--- src/line_scan_pkg.sv ---
// constants for the line interface pin scan block
package line_scan_pkg;
	// scan register index; its byte address is four times the index
	localparam logic [31:0] scan_index = 32'h0000_0073;
	localparam logic [31:0] scan_addr = scan_index * 32'h0000_0004;
	localparam logic [31:0] int_status_addr = 32'h0000_0080;
	localparam logic [31:0] int_clear_addr = 32'h0000_0084;
	localparam logic [31:0] int_enable_addr = 32'h0000_0088;
	localparam int tx_drive_monitor_bit = 2;
	localparam int rx_clock_unlocked_bit = 1;
	localparam int rx_signal_absent_bit = 0;
	localparam int scan_width = 8;
	localparam int event_count = 3;
	localparam logic [7:0] scan_reset = 8'h00;
	localparam logic [2:0] event_reset = 3'h0;
endpackage

--- src/edge_events.sv ---
// per-pin change detector feeding sticky interrupt bits
`timescale 1ns/100ps
module edge_events
(
	input wire logic pclk,
	input wire logic presetn,
	input wire logic [2:0] now_level,
	input wire logic [2:0] prev_level,
	input wire logic [2:0] clear_bits,
	input wire logic [2:0] status_in,
	output logic [2:0] status_out
);
	// one generate slice per pin; set beats clear in the same cycle
	genvar i;
	generate
		for (i = 0; i < line_scan_pkg::event_count; i++)
		begin : g_bit
			assign status_out[i] = (now_level[i] != prev_level[i]) |
				(status_in[i] & ~clear_bits[i]);

		end
	endgenerate
endmodule

--- src/line_interface_status_scan.sv ---
// apb pin scan register with change interrupts
//
// Decided for this implementation: the APB slave port.
`timescale 1ns/100ps
module line_interface_status_scan
(
	input wire logic pclk,
	input wire logic presetn,
	input wire logic psel,
	input wire logic penable,
	input wire logic pwrite,
	input wire logic [31:0] paddr,
	input wire logic [31:0] pwdata,
	input wire logic [3:0] pstrb,
	output logic [31:0] prdata,
	output logic pready,
	output logic pslverr,
	input wire logic tx_drive_monitor,
	input wire logic rx_clock_unlocked,
	input wire logic rx_signal_absent,
	output logic loss_of_signal,
	output logic irq
);
	// all state in one struct
	typedef struct packed {
		logic [2:0] pins;     // pin levels, one cycle after the pad
		logic [2:0] status;   // sticky change events
		logic [2:0] enable;   // interrupt enables
		logic [31:0] rdata;   // registered read data
		logic ready;          // access phase answer
		logic err;            // unmapped address
		logic los;            // internal loss declaration
		logic irq;            // interrupt level
		logic primed; // a pin sample is held since reset
	} state_t;
	state_t state_reg;
	state_t state_next;
	logic [2:0] pin_now;      // live pin vector
	logic [2:0] clear_bits;   // write-one-to-clear strobes
	logic [2:0] status_new;   // event bits after set/clear
	logic setup;              // setup-phase decode
	logic [7:0] scan_value;   // scan register image
	logic [2:0] prev_pins; // last sample, or live pins before the first
	logic mapped; // address hits one of the four words
	// pin vector; pins are synchronous so one register stage only
	assign pin_now = {tx_drive_monitor, rx_clock_unlocked, rx_signal_absent};
	assign setup = psel & ~penable;
	// decode of the mapped words, only the error check reads it
	assign mapped = (paddr == line_scan_pkg::scan_addr) |
		(paddr == line_scan_pkg::int_status_addr) |
		(paddr == line_scan_pkg::int_clear_addr) |
		(paddr == line_scan_pkg::int_enable_addr);
	// until one sample is held, compare the pins with themselves: a pin
	// that sits high out of reset is a level, not a change
	assign prev_pins = state_reg.primed ? state_reg.pins : pin_now;
	// clear strobes only for a write to the clear register
	assign clear_bits = (setup & pwrite & pstrb[0] &
		(paddr == line_scan_pkg::int_clear_addr)) ? pwdata[2:0] : 3'h0;
	// scan image: live pins in the low bits, zero above
	always_comb
	begin
		scan_value = line_scan_pkg::scan_reset;
		scan_value[line_scan_pkg::tx_drive_monitor_bit] = pin_now[2];
		scan_value[line_scan_pkg::rx_clock_unlocked_bit] = pin_now[1];
		scan_value[line_scan_pkg::rx_signal_absent_bit] = pin_now[0];
	end
	edge_events u_events
	(
		.pclk(pclk),
		.presetn(presetn),
		.now_level(pin_now),
		.prev_level(prev_pins),
		.clear_bits(clear_bits),
		.status_in(state_reg.status),
		.status_out(status_new)
	);
	// next-state logic: bus answer in the cycle after setup
	always_comb
	begin
		state_next = state_reg;
		state_next.pins = pin_now;
		// edge compare is live from the second cycle after reset, once the first sample is held
		state_next.primed = 1'b1;
		state_next.status = status_new;
		state_next.los = rx_signal_absent;
		state_next.ready = setup;
		state_next.err = 1'b0;
		state_next.rdata = 32'h0000_0000;
		if (setup)
		begin
			// scan register is read-only; writes fall through
			unique case (paddr)
				line_scan_pkg::scan_addr:
				begin
					state_next.rdata = {24'h00_0000, scan_value};
				end
				line_scan_pkg::int_status_addr:
				begin
					state_next.rdata = {29'h0000_0000, state_reg.status};
				end
				line_scan_pkg::int_clear_addr:
				begin
					state_next.rdata = 32'h0000_0000;
				end
				line_scan_pkg::int_enable_addr:
				begin
					state_next.rdata = {29'h0000_0000, state_reg.enable};
					if (pwrite && pstrb[0])
					begin
						state_next.enable = pwdata[2:0];
					end
				end
				default:
				begin
					state_next.err = 1'b1; // unmapped: error answer
				end
			endcase
			if (pwrite)
			begin
				state_next.rdata = 32'h0000_0000;
			end
		end
		state_next.irq = |(state_next.status & state_next.enable);
	end
	// one register bank for the whole block
	always_ff @(posedge pclk or negedge presetn)
	begin
		if (!presetn)
		begin
			state_reg <= '0;
		end
		else
		begin
			state_reg <= state_next;
		end
	end
	// outputs come straight from the register bank
	assign prdata = state_reg.rdata;
	assign pready = state_reg.ready;
	assign pslverr = state_reg.err;
	assign loss_of_signal = state_reg.los;
	assign irq = state_reg.irq;
endmodule

--- config.mk ---
export PLATFORM = sky130hd
export DESIGN_NAME = line_interface_status_scan
export DESIGN_NICKNAME = d
export VERILOG_FILES = /design/src/line_scan_pkg.sv /design/src/edge_events.sv /design/src/line_interface_status_scan.sv
export SDC_FILE = /design/constraint.sdc
export NUM_CORES = 1
export LEC_CHECK = 0
export BUFFER_PORTS_ARGS = -buffer_cell sky130_fd_sc_hd__buf_2
export CAP_MARGIN = 20
export CORE_UTILIZATION = 35
export CTS_BUF_LIST = sky130_fd_sc_hd__clkbuf_16
export CTS_CLUSTER_SIZE = 10
export DETAILED_ROUTE_END_ITERATION = 8
export HOLD_SLACK_MARGIN = 0.06
export PLACE_DENSITY = 0.8
export SLEW_MARGIN = 20
export SYNTH_ARGS = -nofsm -noshare
export SYNTH_HDL_FRONTEND = slang
export SYNTH_SLANG_ARGS = --single-unit
--- constraint.sdc ---
create_clock -name pclk -period 1.35 [get_ports pclk]
set_input_delay 0.2025 -clock pclk [delete_from_list [all_inputs] [get_ports pclk]]
set_output_delay 0.2025 -clock pclk [all_outputs]
set_load 0.01 [all_outputs]
* Yosys cells after proc, flatten, opt, wreduce, memory -nomap -nowiden
Cells that the tools add are included.
** Word-level totals
- Output and inout bits :: 36
- Word-level logic and storage cells :: 43
- Bits of input ports :: 76
- Register bits after elaboration :: 46
** Cells by class
- Reduce and logical (&&, ||, !) cells :: 3
- Bitwise operators :: 15
- Eq/ne operators :: 7
- Mux-type cells :: 9
** Operators by type and width (count)
- 32-bit by 8-bit equality test with 1-bit output (second input constant) :: 3
- 35-bit two-way mux :: 1
- 32-bit by 9-bit equality test with 1-bit output (second input constant) :: 1
- 32-bit two-way mux :: 1
- 3-bit two-way mux :: 4
- 3-bit one-hot mux with 3 select lines :: 1
- 1-bit bitwise AND :: 7
- 1-bit inverter :: 4
- 4-bit OR reduction :: 1
- 3-bit bitwise AND :: 1
- 1-bit != test :: 3
- 1-bit bitwise OR :: 3
- 3-bit OR reduction :: 1
- 1-bit two-way mux :: 2
- 1-bit logical AND :: 1

* Depth between registers and ports, before layout
Gate-level depths: netlist (run 1).
- Word-level depth :: 11
- Depth in mapped cells :: 7
- Gate-level depth less buffers :: 6

* Hierarchy
Synthesis (run 1) repeated with hierarchy kept, for this count alone.
** Second synthesis, totals
- Cells, all modules :: 110
- Area, all modules :: 1102.3 µm²
** By module, submodules not included
- line_interface_status_scan :: times used 1, area each 1049.8 µm², cells an instance 101, seq. area each 400.4 µm²
- edge_events :: times used 1, area each 52.6 µm², cells an instance 9, seq. area each 0.0 µm²

* Worst setup path before layout (run 1)
No wires, ideal clock.
- Path kind :: input-to-reg
- From :: in paddr[27]
- To :: reg state_reg (netlist bit irq)
- Setup time :: 0.120 ns
- Data arrival time :: 1.807 ns
- Path slack :: -0.577 ns
- Stages on the path :: 6
- Path buffers :: 0
- Data required time :: 1.230 ns
- Cells stage by stage :: or4_4 nor4_4 nand4_2 mux2_4 a22oi_2 nand2_1
** RTL lines
- start: declaration :: RTL line line_interface_status_scan.sv:12 : input wire logic [31:0] paddr,
- end signal: assignment :: RTL line line_interface_status_scan.sv:134 : state_reg <= state_next;
- end: declaration :: RTL line line_interface_status_scan.sv:36 : state_t state_reg;

==> impl_metrics.py, run 1 <==
metrics = {
    "flow_run": {
        "drv_cap": 0,
    },
    "floorplan": {
        "die_area_um2": 3330,
        "num_io_pins": 112,
        "initial_core_util_pct": 38.07,
        "num_rows": 19,
        "die_height_um": 57.71,
        "die_w_um": 57.71,
        "core_area_um2": 2853,
    },
    "worst_setup_path": {
        "cp_max_fo": 3,
        "regToRegSetupSlack_ps": 280,
        "critical_path.top_delay_family": "simple AND/OR/NAND/NOR gates",
        "crit_path_frequent_cell": "buf_6",
        "cp_cell_sequence": "buf_6, or4_4, buf_6, nor4_4, nand4_1, a22o_1, a22oi_2, nand2_1",
        "slowest_stage": "or4_4",
        "cp-start-kind": "primary input",
        "criticalPathCategory": "in -> reg",
        "arrival_ps": 1880,
        "cp_slowest_stage_delay_ps": 550,
        "critPathBufInv": 2,
        "cp-end-kind": "flip-flop",
        "required_ps": 1480,
    },
    "yosys": {
        "yosysTopAreaCellShare_pct": 36.87,
        "netlist_top_cells_area": "dfrtp_1 37%, buf_4 22%, nor4_4 3.9%, nor2_1 3.1%, or4_4 3.1%",
        "yosysSeqAreaShare_pct": 36.87,
        "ys_warn_count": 0,
        "ys_ff_latch": 16,
        "synth_area_um2": 1086,
        "postSynthCellCount": 105,
        "synth_top_cell_by_area": "dfrtp_1",
        "syn-mean-instance-area_um2": 10.34,
        "ys_types": 30,
    },
    "finish": {
        "final_common_cell": "buf_2",
        "largest_reg_flops": 10,
        "layout_common_cells": "48 x buf_2, 30 x conb_1, 16 x dfrtp_1, 11 x buf_4, 6 x nor2_1",
        "fin_cells": 200,
        "antenna_cells": 0,
        "fin_nets": 246,
        "final_core_util_pct": 52.59,
        "post-route-cell-area_um2": 1500,
        "n_fill_cell": 256,
        "flow.area_growth_from_synthesis_pct": 38.13,
        "drive_above_1_share_pct": 53.25,
    },
    "drt": {
        "ant_nets": 0,
        "route.detailed.drc": 10,
        "wl_per_cell_um": 10.90,
        "via_per_inst": 4.545,
        "totalWireLength_mm": 2.179,
        "firstDrtPassIters": 8,
        "num_vias": 909,
        "dr.first_iter.drc_count": 21,
    },
    "global_routing": {
        "grt_pass1_vias": 777,
        "grt.overflow.total": 0,
        "grt_use_met3_pct": 4.018,
        "busiest_layer": "met2",
        "antenna_found_initial": 0,
        "grt_util_all_layers_pct": 13.02,
        "met2_usage_pct": 25.25,
        "grtUsageMet1_pct": 13.62,
        "grt_first_pass_wirelength_mm": 3.298,
        "grt_max_degree": 17,
    },
    "placed_design": {
        "routabilityCongestion": 0.7769,
        "dpl.hpwl_mm": 1.776,
        "portBuffers": 50,
        "postPlaceCellArea_um2": 1346,
        "place_inst": 195,
    },
    "sta": {
        "fin_ws_ps": -400.7,
        "fin_tns_setup_ps": -2636,
        "fmax_mhz": 571.2,
        "timing.final.crit_period_ps": 1751,
        "final_hold_viol_count": 0,
        "timing.final.max_slew_violations": 0,
        "rsz0062_at_grt": "yes",
        "finalSetupViolations": 11,
        "period_share_pct": 129.7,
        "fin_worst_skew_ps": 0.6687,
    },
    "cts": {
        "clockBufferDepth": 2,
        "htreeDepth": 1,
        "cts-buffers-inserted": 3,
        "cts_sinks": 16,
        "clk_pin_slew_worst_paths_ps": 50,
        "cts-root-buf": "clkbuf_16",
        "cts_tree": "done",
        "worstSkewPairLatency_ps": 240,
    },
    "power_and_ir_drop": {
        "ir_worst_vdd_v": 0.0004941,
        "p_total_w": 0.001259,
        "leakage_nw": 0.8015,
        "p_per_area_nw_per_um2": 839.1,
    },
    "status": {
        "status": "complete, but fails checks",
        "violations": "design-rule violations, negative setup slack",
    },
    "min_path": {
        "hold_path_class": "in -> reg",
    },
}
## area by class of cell
class                           instances  area (um2)  area share [%]
Sequential cell                        16       400.4           26.69
Clock inverter                          1       3.754          0.2502
Timing Repair Buffer                   65       389.1           25.94
Tap cell                               31       38.79           2.585
Inverter                                1       3.754          0.2502
Clock buffer                            3       75.07           5.004
Multi-Input combinational cell         83       589.3           39.28
## routing by layer
layer | vias to the layer above | wire, um
met5 | - | 0
met4 | 0 | 0
met3 | 0 | 214
met2 | 57 | 1138
met1 | 414 | 826
li1 | 438 | -
## stage by stage
stage	hold slack, ps	setup slack, ps
finish	100.4	-400.7
global route	96.49	-497.8
CTS	99.43	-406.7
detailed placement	128.7	-738.9
global placement	127.1	-702.7
floorplan	-93.09	-577.0
## final timing paths
| kind | start | to | cells after the start |
|---|---|---|---|
| max | paddr[4] | irq$_DFF_PN0_ | 8 |
| min reg2reg | state_reg[37]$_DFF_PN0_ | state_reg[37]$_DFF_PN0_ | 1 |
| max in group asynchronous | presetn | state_reg[45]$_DFF_PN0_ | 2 |
| min | rx_signal_absent | state_reg[43]$_DFF_PN0_ | 1 |
| max reg2reg | state_reg[45]$_DFF_PN0_ | irq$_DFF_PN0_ | 4 |
| min in group asynchronous | presetn | prdata[0]$_DFF_PN0_ | 2 |
## cells in the mapped netlist
master and number:
or3_1 1, mux2i_1 3, clkbuf_8 1, nand4_1 4
nor4_2 1, inv_1 1, buf_4 32, mux2_4 1
nand3_1 1, xor2_1 3, or4b_1 1, a22o_1 3
nand4_2 1, or2_2 1, dfrtp_1 16, or3b_2 1
nor4_4 2, or3_2 2, a31oi_1 1, or2b_2 1
or4_4 3, nor2_1 9, a21oi_1 4, or4_1 2
nor4_1 1, conb_1 2, a211o_1 1, a22oi_2 1
mux2_2 2, nand2_1 3
## cell families (layout without fill, tap and decap cells)
group                  Yosys count  in the layout  share of synthesized area [%]
AND/OR/NAND/NOR                 34             34                          23.27
buffers and inverters           34             70                          23.73
flip-flops                      16             16                          36.87
AO/OA/AOI/OAI                   10             10                          6.798
multiplexers                     6              6                          6.221
XOR/XNOR                         3              3                          2.420
other                            2             30                         0.6915
## repair_timing
action | CTS | global route
hold endpoints to repair | 16 | 0
endpoints found under the setup margin | 11 | 11
setup buffers | 0 | 1
pin swaps | 13 | 6
hold buffers | 1 | 0
gates resized for setup | 10 | 5
## power breakdown
group          internal (W)  switching [W]
Clock              0.000392       0.000176
Sequential         0.000490     0.00000437
Combinational     0.0000913       0.000105
Power figures use the tool's default switching activity.
==> inputs of run 2 (changes only) <==
--- a/config.mk
+++ b/config.mk
@@ -7,6 +7,7 @@
 export LEC_CHECK = 0
 export BUFFER_PORTS_ARGS = -buffer_cell sky130_fd_sc_hd__buf_2
 export CAP_MARGIN = 20
+export CORE_ASPECT_RATIO = 0.8
 export CORE_UTILIZATION = 35
 export CTS_BUF_LIST = sky130_fd_sc_hd__clkbuf_16
 export CTS_CLUSTER_SIZE = 10
==> impl_metrics.py, run 2 (synthesis results as in run 1) <==
metrics = {
    "global_routing": {
        "grt_first_pass_wirelength_mm": 3.567,
        "antenna_found_initial": 0,
        "grt_max_degree": 17,
        "grt_util_all_layers_pct": 14.86,
        "grt.overflow.total": 0,
        "grt_pass1_vias": 832,
    },
    "drt": {
        "dr.first_iter.drc_count": 20,
        "num_vias": 926,
        "totalWireLength_mm": 2.375,
        "ant_nets": 0,
        "route.detailed.drc": 0,
        "via_per_inst": 4.452,
        "firstDrtPassIters": 6,
        "wl_per_cell_um": 11.42,
    },
    "floorplan": {
        "die_w_um": 64.28,
        "num_rows": 17,
        "die_area_um2": 3331,
        "core_area_um2": 2850,
        "die_height_um": 51.83,
        "num_io_pins": 112,
        "initial_core_util_pct": 38.10,
    },
    "sta": {
        "fin_tns_setup_ps": -3422,
        "final_hold_viol_count": 0,
        "timing.final.crit_period_ps": 1796,
        "rsz0062_at_grt": "yes",
        "fin_worst_skew_ps": 3.766,
        "period_share_pct": 133.0,
        "fin_ws_ps": -445.9,
        "whs_ps": 99.94,
        "finalSetupViolations": 11,
        "fmax_mhz": 556.8,
        "timing.final.max_slew_violations": 0,
    },
    "finish": {
        "antenna_cells": 0,
        "fin_nets": 248,
        "fin_cells": 208,
        "flow.area_growth_from_synthesis_pct": 40.09,
        "final_common_cell": "buf_2",
        "drive_above_1_share_pct": 53.53,
        "layout_common_cells": "47 x buf_2, 30 x conb_1, 16 x dfrtp_1, 12 x buf_4",
        "largest_reg_flops": 10,
        "n_fill_cell": 255,
    },
    "worst_setup_path": {
        "cp-start-kind": "primary input",
        "slowest_stage": "or4_4",
        "criticalPathCategory": "in -> reg",
        "rr_worst_depth": 4,
        "required_ps": 1480,
        "cp-end-kind": "flip-flop",
        "arrival_ps": 1930,
        "crit_path_frequent_cell": "buf_6",
        "rr_startpoint": "state_reg[45]$_DFF_PN0_",
        "r2r_end": "irq$_DFF_PN0_",
        "regToRegSetupSlack_ps": 270,
        "worstSetupStartpoint": "paddr[14]",
        "setup.worst_path.end": "irq$_DFF_PN0_",
        "cp_max_fo": 3,
        "cp_cell_sequence": "buf_6, or4_4, buf_6, nor4_4, nand4_1, a22o_1, a22oi_2, nand2_1",
        "cp_slowest_stage_delay_ps": 550,
    },
    "min_path": {
        "hold_path_class": "in -> reg",
    },
    "power_and_ir_drop": {
        "p_per_area_nw_per_um2": 827.3,
        "ir_worst_vdd_v": 0.0004318,
        "leakage_nw": 0.8072,
    },
    "cts": {
        "clk_pin_slew_worst_paths_ps": 50,
        "htreeDepth": 1,
        "clockBufferDepth": 2,
        "worstSkewPairLatency_ps": 250,
        "cts-buffers-inserted": 3,
        "cts-root-buf": "clkbuf_16",
        "cts_tree": "done",
        "cts_sinks": 16,
    },
    "placed_design": {
        "dp_slack_ps": -757.8,
        "routabilityCongestion": 0.8948,
        "portBuffers": 50,
        "dpl.hpwl_mm": 1.827,
        "place_inst": 201,
    },
    "status": {
        "status": "complete, but fails checks",
        "violations": "negative setup slack",
    },
    "flow_run": {
        "drv_cap": 0,
    },
}
## run 2: cell types whose count changed in the layout (fill, tap and decap cells not counted)
| cell | before | now |
|---|---|---|
| or3_2 | 0 | 1 |
| or3b_4 | 1 | 0 |
| nor2_2 | 3 | 2 |
| or3b_2 | 0 | 1 |
| buf_6 | 5 | 7 |
| buf_2 | 48 | 47 |
| nor2_1 | 6 | 7 |
| buf_4 | 11 | 12 |
| or3_4 | 3 | 2 |
| clkinv_1 | 1 | 0 |
## run 2: report_power, final
part	switching [W]	internal (W)	leakage [nW]
registers	0.00000435	0.000490	0.196
clock network	0.000177	0.000388	0.0370
logic	0.000107	0.0000927	0.574
total	0.000288	0.000971	0.807
## run 2: repair_timing
action,4_1_cts,5_1_grt
endpoints found under the hold margin,16,0
pin swaps,16,13
setup endpoints to repair,11,11
resized for setup,9,5
hold buffers,1,0
setup buffers,2,2
## run 2: area by class of cell
type	instances	area (um2)	share of cell area [%]
clock buffer	3	75.07	4.934
inverter	1	3.754	0.2467
multi-input combinational	83	580.6	38.16
sequential	16	400.4	26.32
tap	38	47.55	3.125
timing repair buffer	67	414.1	27.22
## run 2: stage by stage
stage                      power, W  instance area, um2  utilization (%)
after floorplan           0.0006419                1206                -
after global placement    0.0006801                1348            47.28
final                      0.001259                1521            53.38
after CTS                  0.001263                1499            52.59
after detailed placement  0.0006831                1348            47.28
after global routing       0.001315                1521            53.38
## run 2: how the worst min path moves through the flow
stage                              end  slack [ps]               from  cells past startpoint
2_1_floorplan            irq$_DFF_PN0_         -90            presetn                      0
3_3_place_gp       prdata[1]$_DFF_PN0_         120            presetn                      1
3_5_place_dp          pready$_DFF_PN0_         130            presetn                      1
4_1_cts        state_reg[44]$_DFF_PN0_         100  rx_clock_unlocked                      1
5_1_grt        state_reg[43]$_DFF_PN0_         110   rx_signal_absent                      1
6_report       state_reg[43]$_DFF_PN0_         100   rx_signal_absent                      1
## run 2: layer usage
layer	GRT usage, %	wire [um]
met5	0	0
met1	14.03	902
met2	27.54	1203
met3	6.140	231
met4	8.148	39
## run 2: critical path: cells and delay by family
kind | cells | cell delay (ps)
simple gates | 4 | 1070
compound gates | 2 | 420
buf+inv | 2 | 240
==> inputs of run 3 (changes only) <==
--- a/config.mk
+++ b/config.mk
@@ -7,13 +7,15 @@
 export LEC_CHECK = 0
 export BUFFER_PORTS_ARGS = -buffer_cell sky130_fd_sc_hd__buf_2
 export CAP_MARGIN = 20
+export CELL_PAD_IN_SITES_DETAIL_PLACEMENT = 1
+export CELL_PAD_IN_SITES_GLOBAL_PLACEMENT = 2
 export CORE_ASPECT_RATIO = 0.8
-export CORE_UTILIZATION = 35
+export CORE_UTILIZATION = 17
 export CTS_BUF_LIST = sky130_fd_sc_hd__clkbuf_16
 export CTS_CLUSTER_SIZE = 10
 export DETAILED_ROUTE_END_ITERATION = 8
 export HOLD_SLACK_MARGIN = 0.06
-export PLACE_DENSITY = 0.8
+export PLACE_DENSITY_LB_ADDON = 0.1
 export SLEW_MARGIN = 20
 export SYNTH_ARGS = -nofsm -noshare
 export SYNTH_HDL_FRONTEND = slang
==> impl_metrics.py, run 3 (synthesis results as in run 1) <==
metrics = {
    "worst_setup_path": {
        "arrival_ps": 1880,
        "required_ps": 1480,
        "criticalPathCategory": "in -> reg",
        "cp_max_fo": 3,
        "cp-start-kind": "primary input",
        "cp-end-kind": "flip-flop",
    },
    "finish": {
        "seqCellArea_um2": 400.4,
        "largest_reg_flops": 10,
        "fin_nets": 246,
        "n_fill_cell": 734,
        "final_common_cell": "buf_2",
        "flow.area_growth_from_synthesis_pct": 45.62,
        "layout_common_cells": "46 x buf_2, 30 x conb_1, 16 x dfrtp_1, 10 x buf_4, 8 x buf_6",
        "fin_cells": 249,
        "drive_above_1_share_pct": 54.17,
        "multi_input_area_um2": 595.6,
        "antenna_cells": 0,
    },
    "drt": {
        "route.detailed.drc": 0,
        "totalWireLength_mm": 3.082,
        "dr.first_iter.drc_count": 10,
        "num_vias": 924,
        "route.top_layer_used": "met4",
        "wl_met1_mm": 1.265,
        "firstDrtPassIters": 4,
        "wl_per_cell_um": 12.38,
        "met2_length_mm": 1.482,
        "ant_nets": 0,
        "via_per_inst": 3.711,
        "route.met3.wl_um": 278,
    },
    "global_routing": {
        "grt_util_all_layers_pct": 9.547,
        "grt.overflow.total": 0,
        "grt_pass1_vias": 1002,
        "grt_first_pass_wirelength_mm": 4.878,
        "antenna_found_initial": 0,
        "grt_max_degree": 17,
    },
    "cts": {
        "cts_sinks": 16,
        "cts-buffers-inserted": 3,
        "clk_pin_slew_worst_paths_ps": 50,
        "cts-root-buf": "clkbuf_16",
        "htreeDepth": 1,
        "clockBufferDepth": 2,
        "worstSkewPairLatency_ps": 250,
        "cts_tree": "done",
    },
    "floorplan": {
        "die_w_um": 91.36,
        "die_height_um": 73.49,
        "num_rows": 25,
        "core_area_um2": 6037,
        "num_io_pins": 112,
        "initial_core_util_pct": 17.99,
        "die_area_um2": 6714,
    },
    "sta": {
        "timing.final.crit_period_ps": 1754,
        "fin_ws_ps": -403.8,
        "finalSetupViolations": 11,
        "timing.final.max_slew_violations": 0,
        "whs_ps": 106.4,
        "rsz0062_at_grt": "yes",
        "final_hold_viol_count": 0,
        "fmax_mhz": 570.2,
        "fin_tns_setup_ps": -2979,
        "fin_worst_skew_ps": 7.072,
        "period_share_pct": 129.9,
    },
    "placed_design": {
        "dpl.hpwl_mm": 2.637,
        "routabilityCongestion": 0.7470,
        "portBuffers": 50,
        "dp_slack_ps": -774.6,
        "place_inst": 245,
    },
    "status": {
        "status": "complete, but fails checks",
        "violations": "negative setup slack",
    },
    "power_and_ir_drop": {
        "p_int_w": 0.0009722,
        "leakage_nw": 0.8019,
        "p_per_area_nw_per_um2": 805.3,
        "ir_worst_vdd_v": 0.0003306,
        "p_switching_w": 0.0003014,
        "power_frac_clock_pct": 44.8,
        "p_sw_share_pct": 23.67,
        "sequentialPowerShare_pct": 38.8,
        "p_comb_share_pct": 16.4,
    },
    "flow_run": {
        "drv_cap": 0,
    },
    "min_path": {
        "hold_path_class": "in -> reg",
    },
}
run 3: final cells by class:
type / instances / share of cell area, %
multi-input cells: 83 / 37.66
repair buffers: 65 / 25.63
flip-flops and latches: 16 / 25.32
well taps: 81 / 6.408
clock buffers: 3 / 4.747
inverters: 1 / 0.2373
run 3: repair_timing:
action                                 4_1_cts  5_1_grt
endpoints found under the hold margin       16        0
gates resized for setup                     10        8
pin swaps                                   14        8
hold buffers                                 1        0
setup endpoints to repair                   11       11
buffers inserted                             0        0
run 3: routing by layer:
metal,global-route usage [%],vias to the layer above
met1,10.64,431
met3,3.623,4
li1,-,434
met2,17.17,55
met5,0,-
met4,2.822,0
run 3: worst max-delay path: stages:
cell,delay [ps]
buf_6,90
or4_4,550
buf_6,140
nor4_4,320
nand4_1,120
a22o_1,250
a22oi_2,150
nand2_1,60
run 3: path summary, 6_finish.rpt:
| path | from | end | slack (ps) | cells after the start |
|---|---|---|---|---|
| setup / recovery | paddr[4] | irq$_DFF_PN0_ | -400 | 8 |
| hold / removal | tx_drive_monitor | state_reg[45]$_DFF_PN0_ | 110 | 1 |
| setup reg to reg | state_reg[45]$_DFF_PN0_ | irq$_DFF_PN0_ | 250 | 4 |
| hold reg to reg | state_reg[40]$_DFF_PN0_ | state_reg[40]$_DFF_PN0_ | 540 | 1 |
| max in group asynchronous | presetn | state_reg[0]$_DFF_PN0_ | 660 | 2 |
| min in group asynchronous | presetn | prdata[0]$_DFF_PN0_ | 410 | 2 |
run 3: power by group through the flow:
stage / clock network (W) / registers (W) / logic (W)
2_1_floorplan: 0 / 0.000504 / 0.000138
3_3_place_gp: 0 / 0.000502 / 0.000186
3_5_place_dp: 0 / 0.000503 / 0.000189
4_1_cts: 0.000578 / 0.000495 / 0.000204
5_1_grt: 0.000593 / 0.000495 / 0.000229
6_report: 0.000571 / 0.000495 / 0.000208
run 3: per-stage QoR:
| stage | power, W | utilization [%] | cell area (um2) |
|---|---|---|---|
| after floorplan | 0.0006419 | - | 1206 |
| final | 0.001274 | 26.20 | 1582 |
| after detailed placement | 0.0006919 | 23.34 | 1409 |
| after CTS | 0.001277 | 25.64 | 1548 |
| after global placement | 0.0006879 | 23.34 | 1409 |
| after global routing | 0.001317 | 26.20 | 1582 |
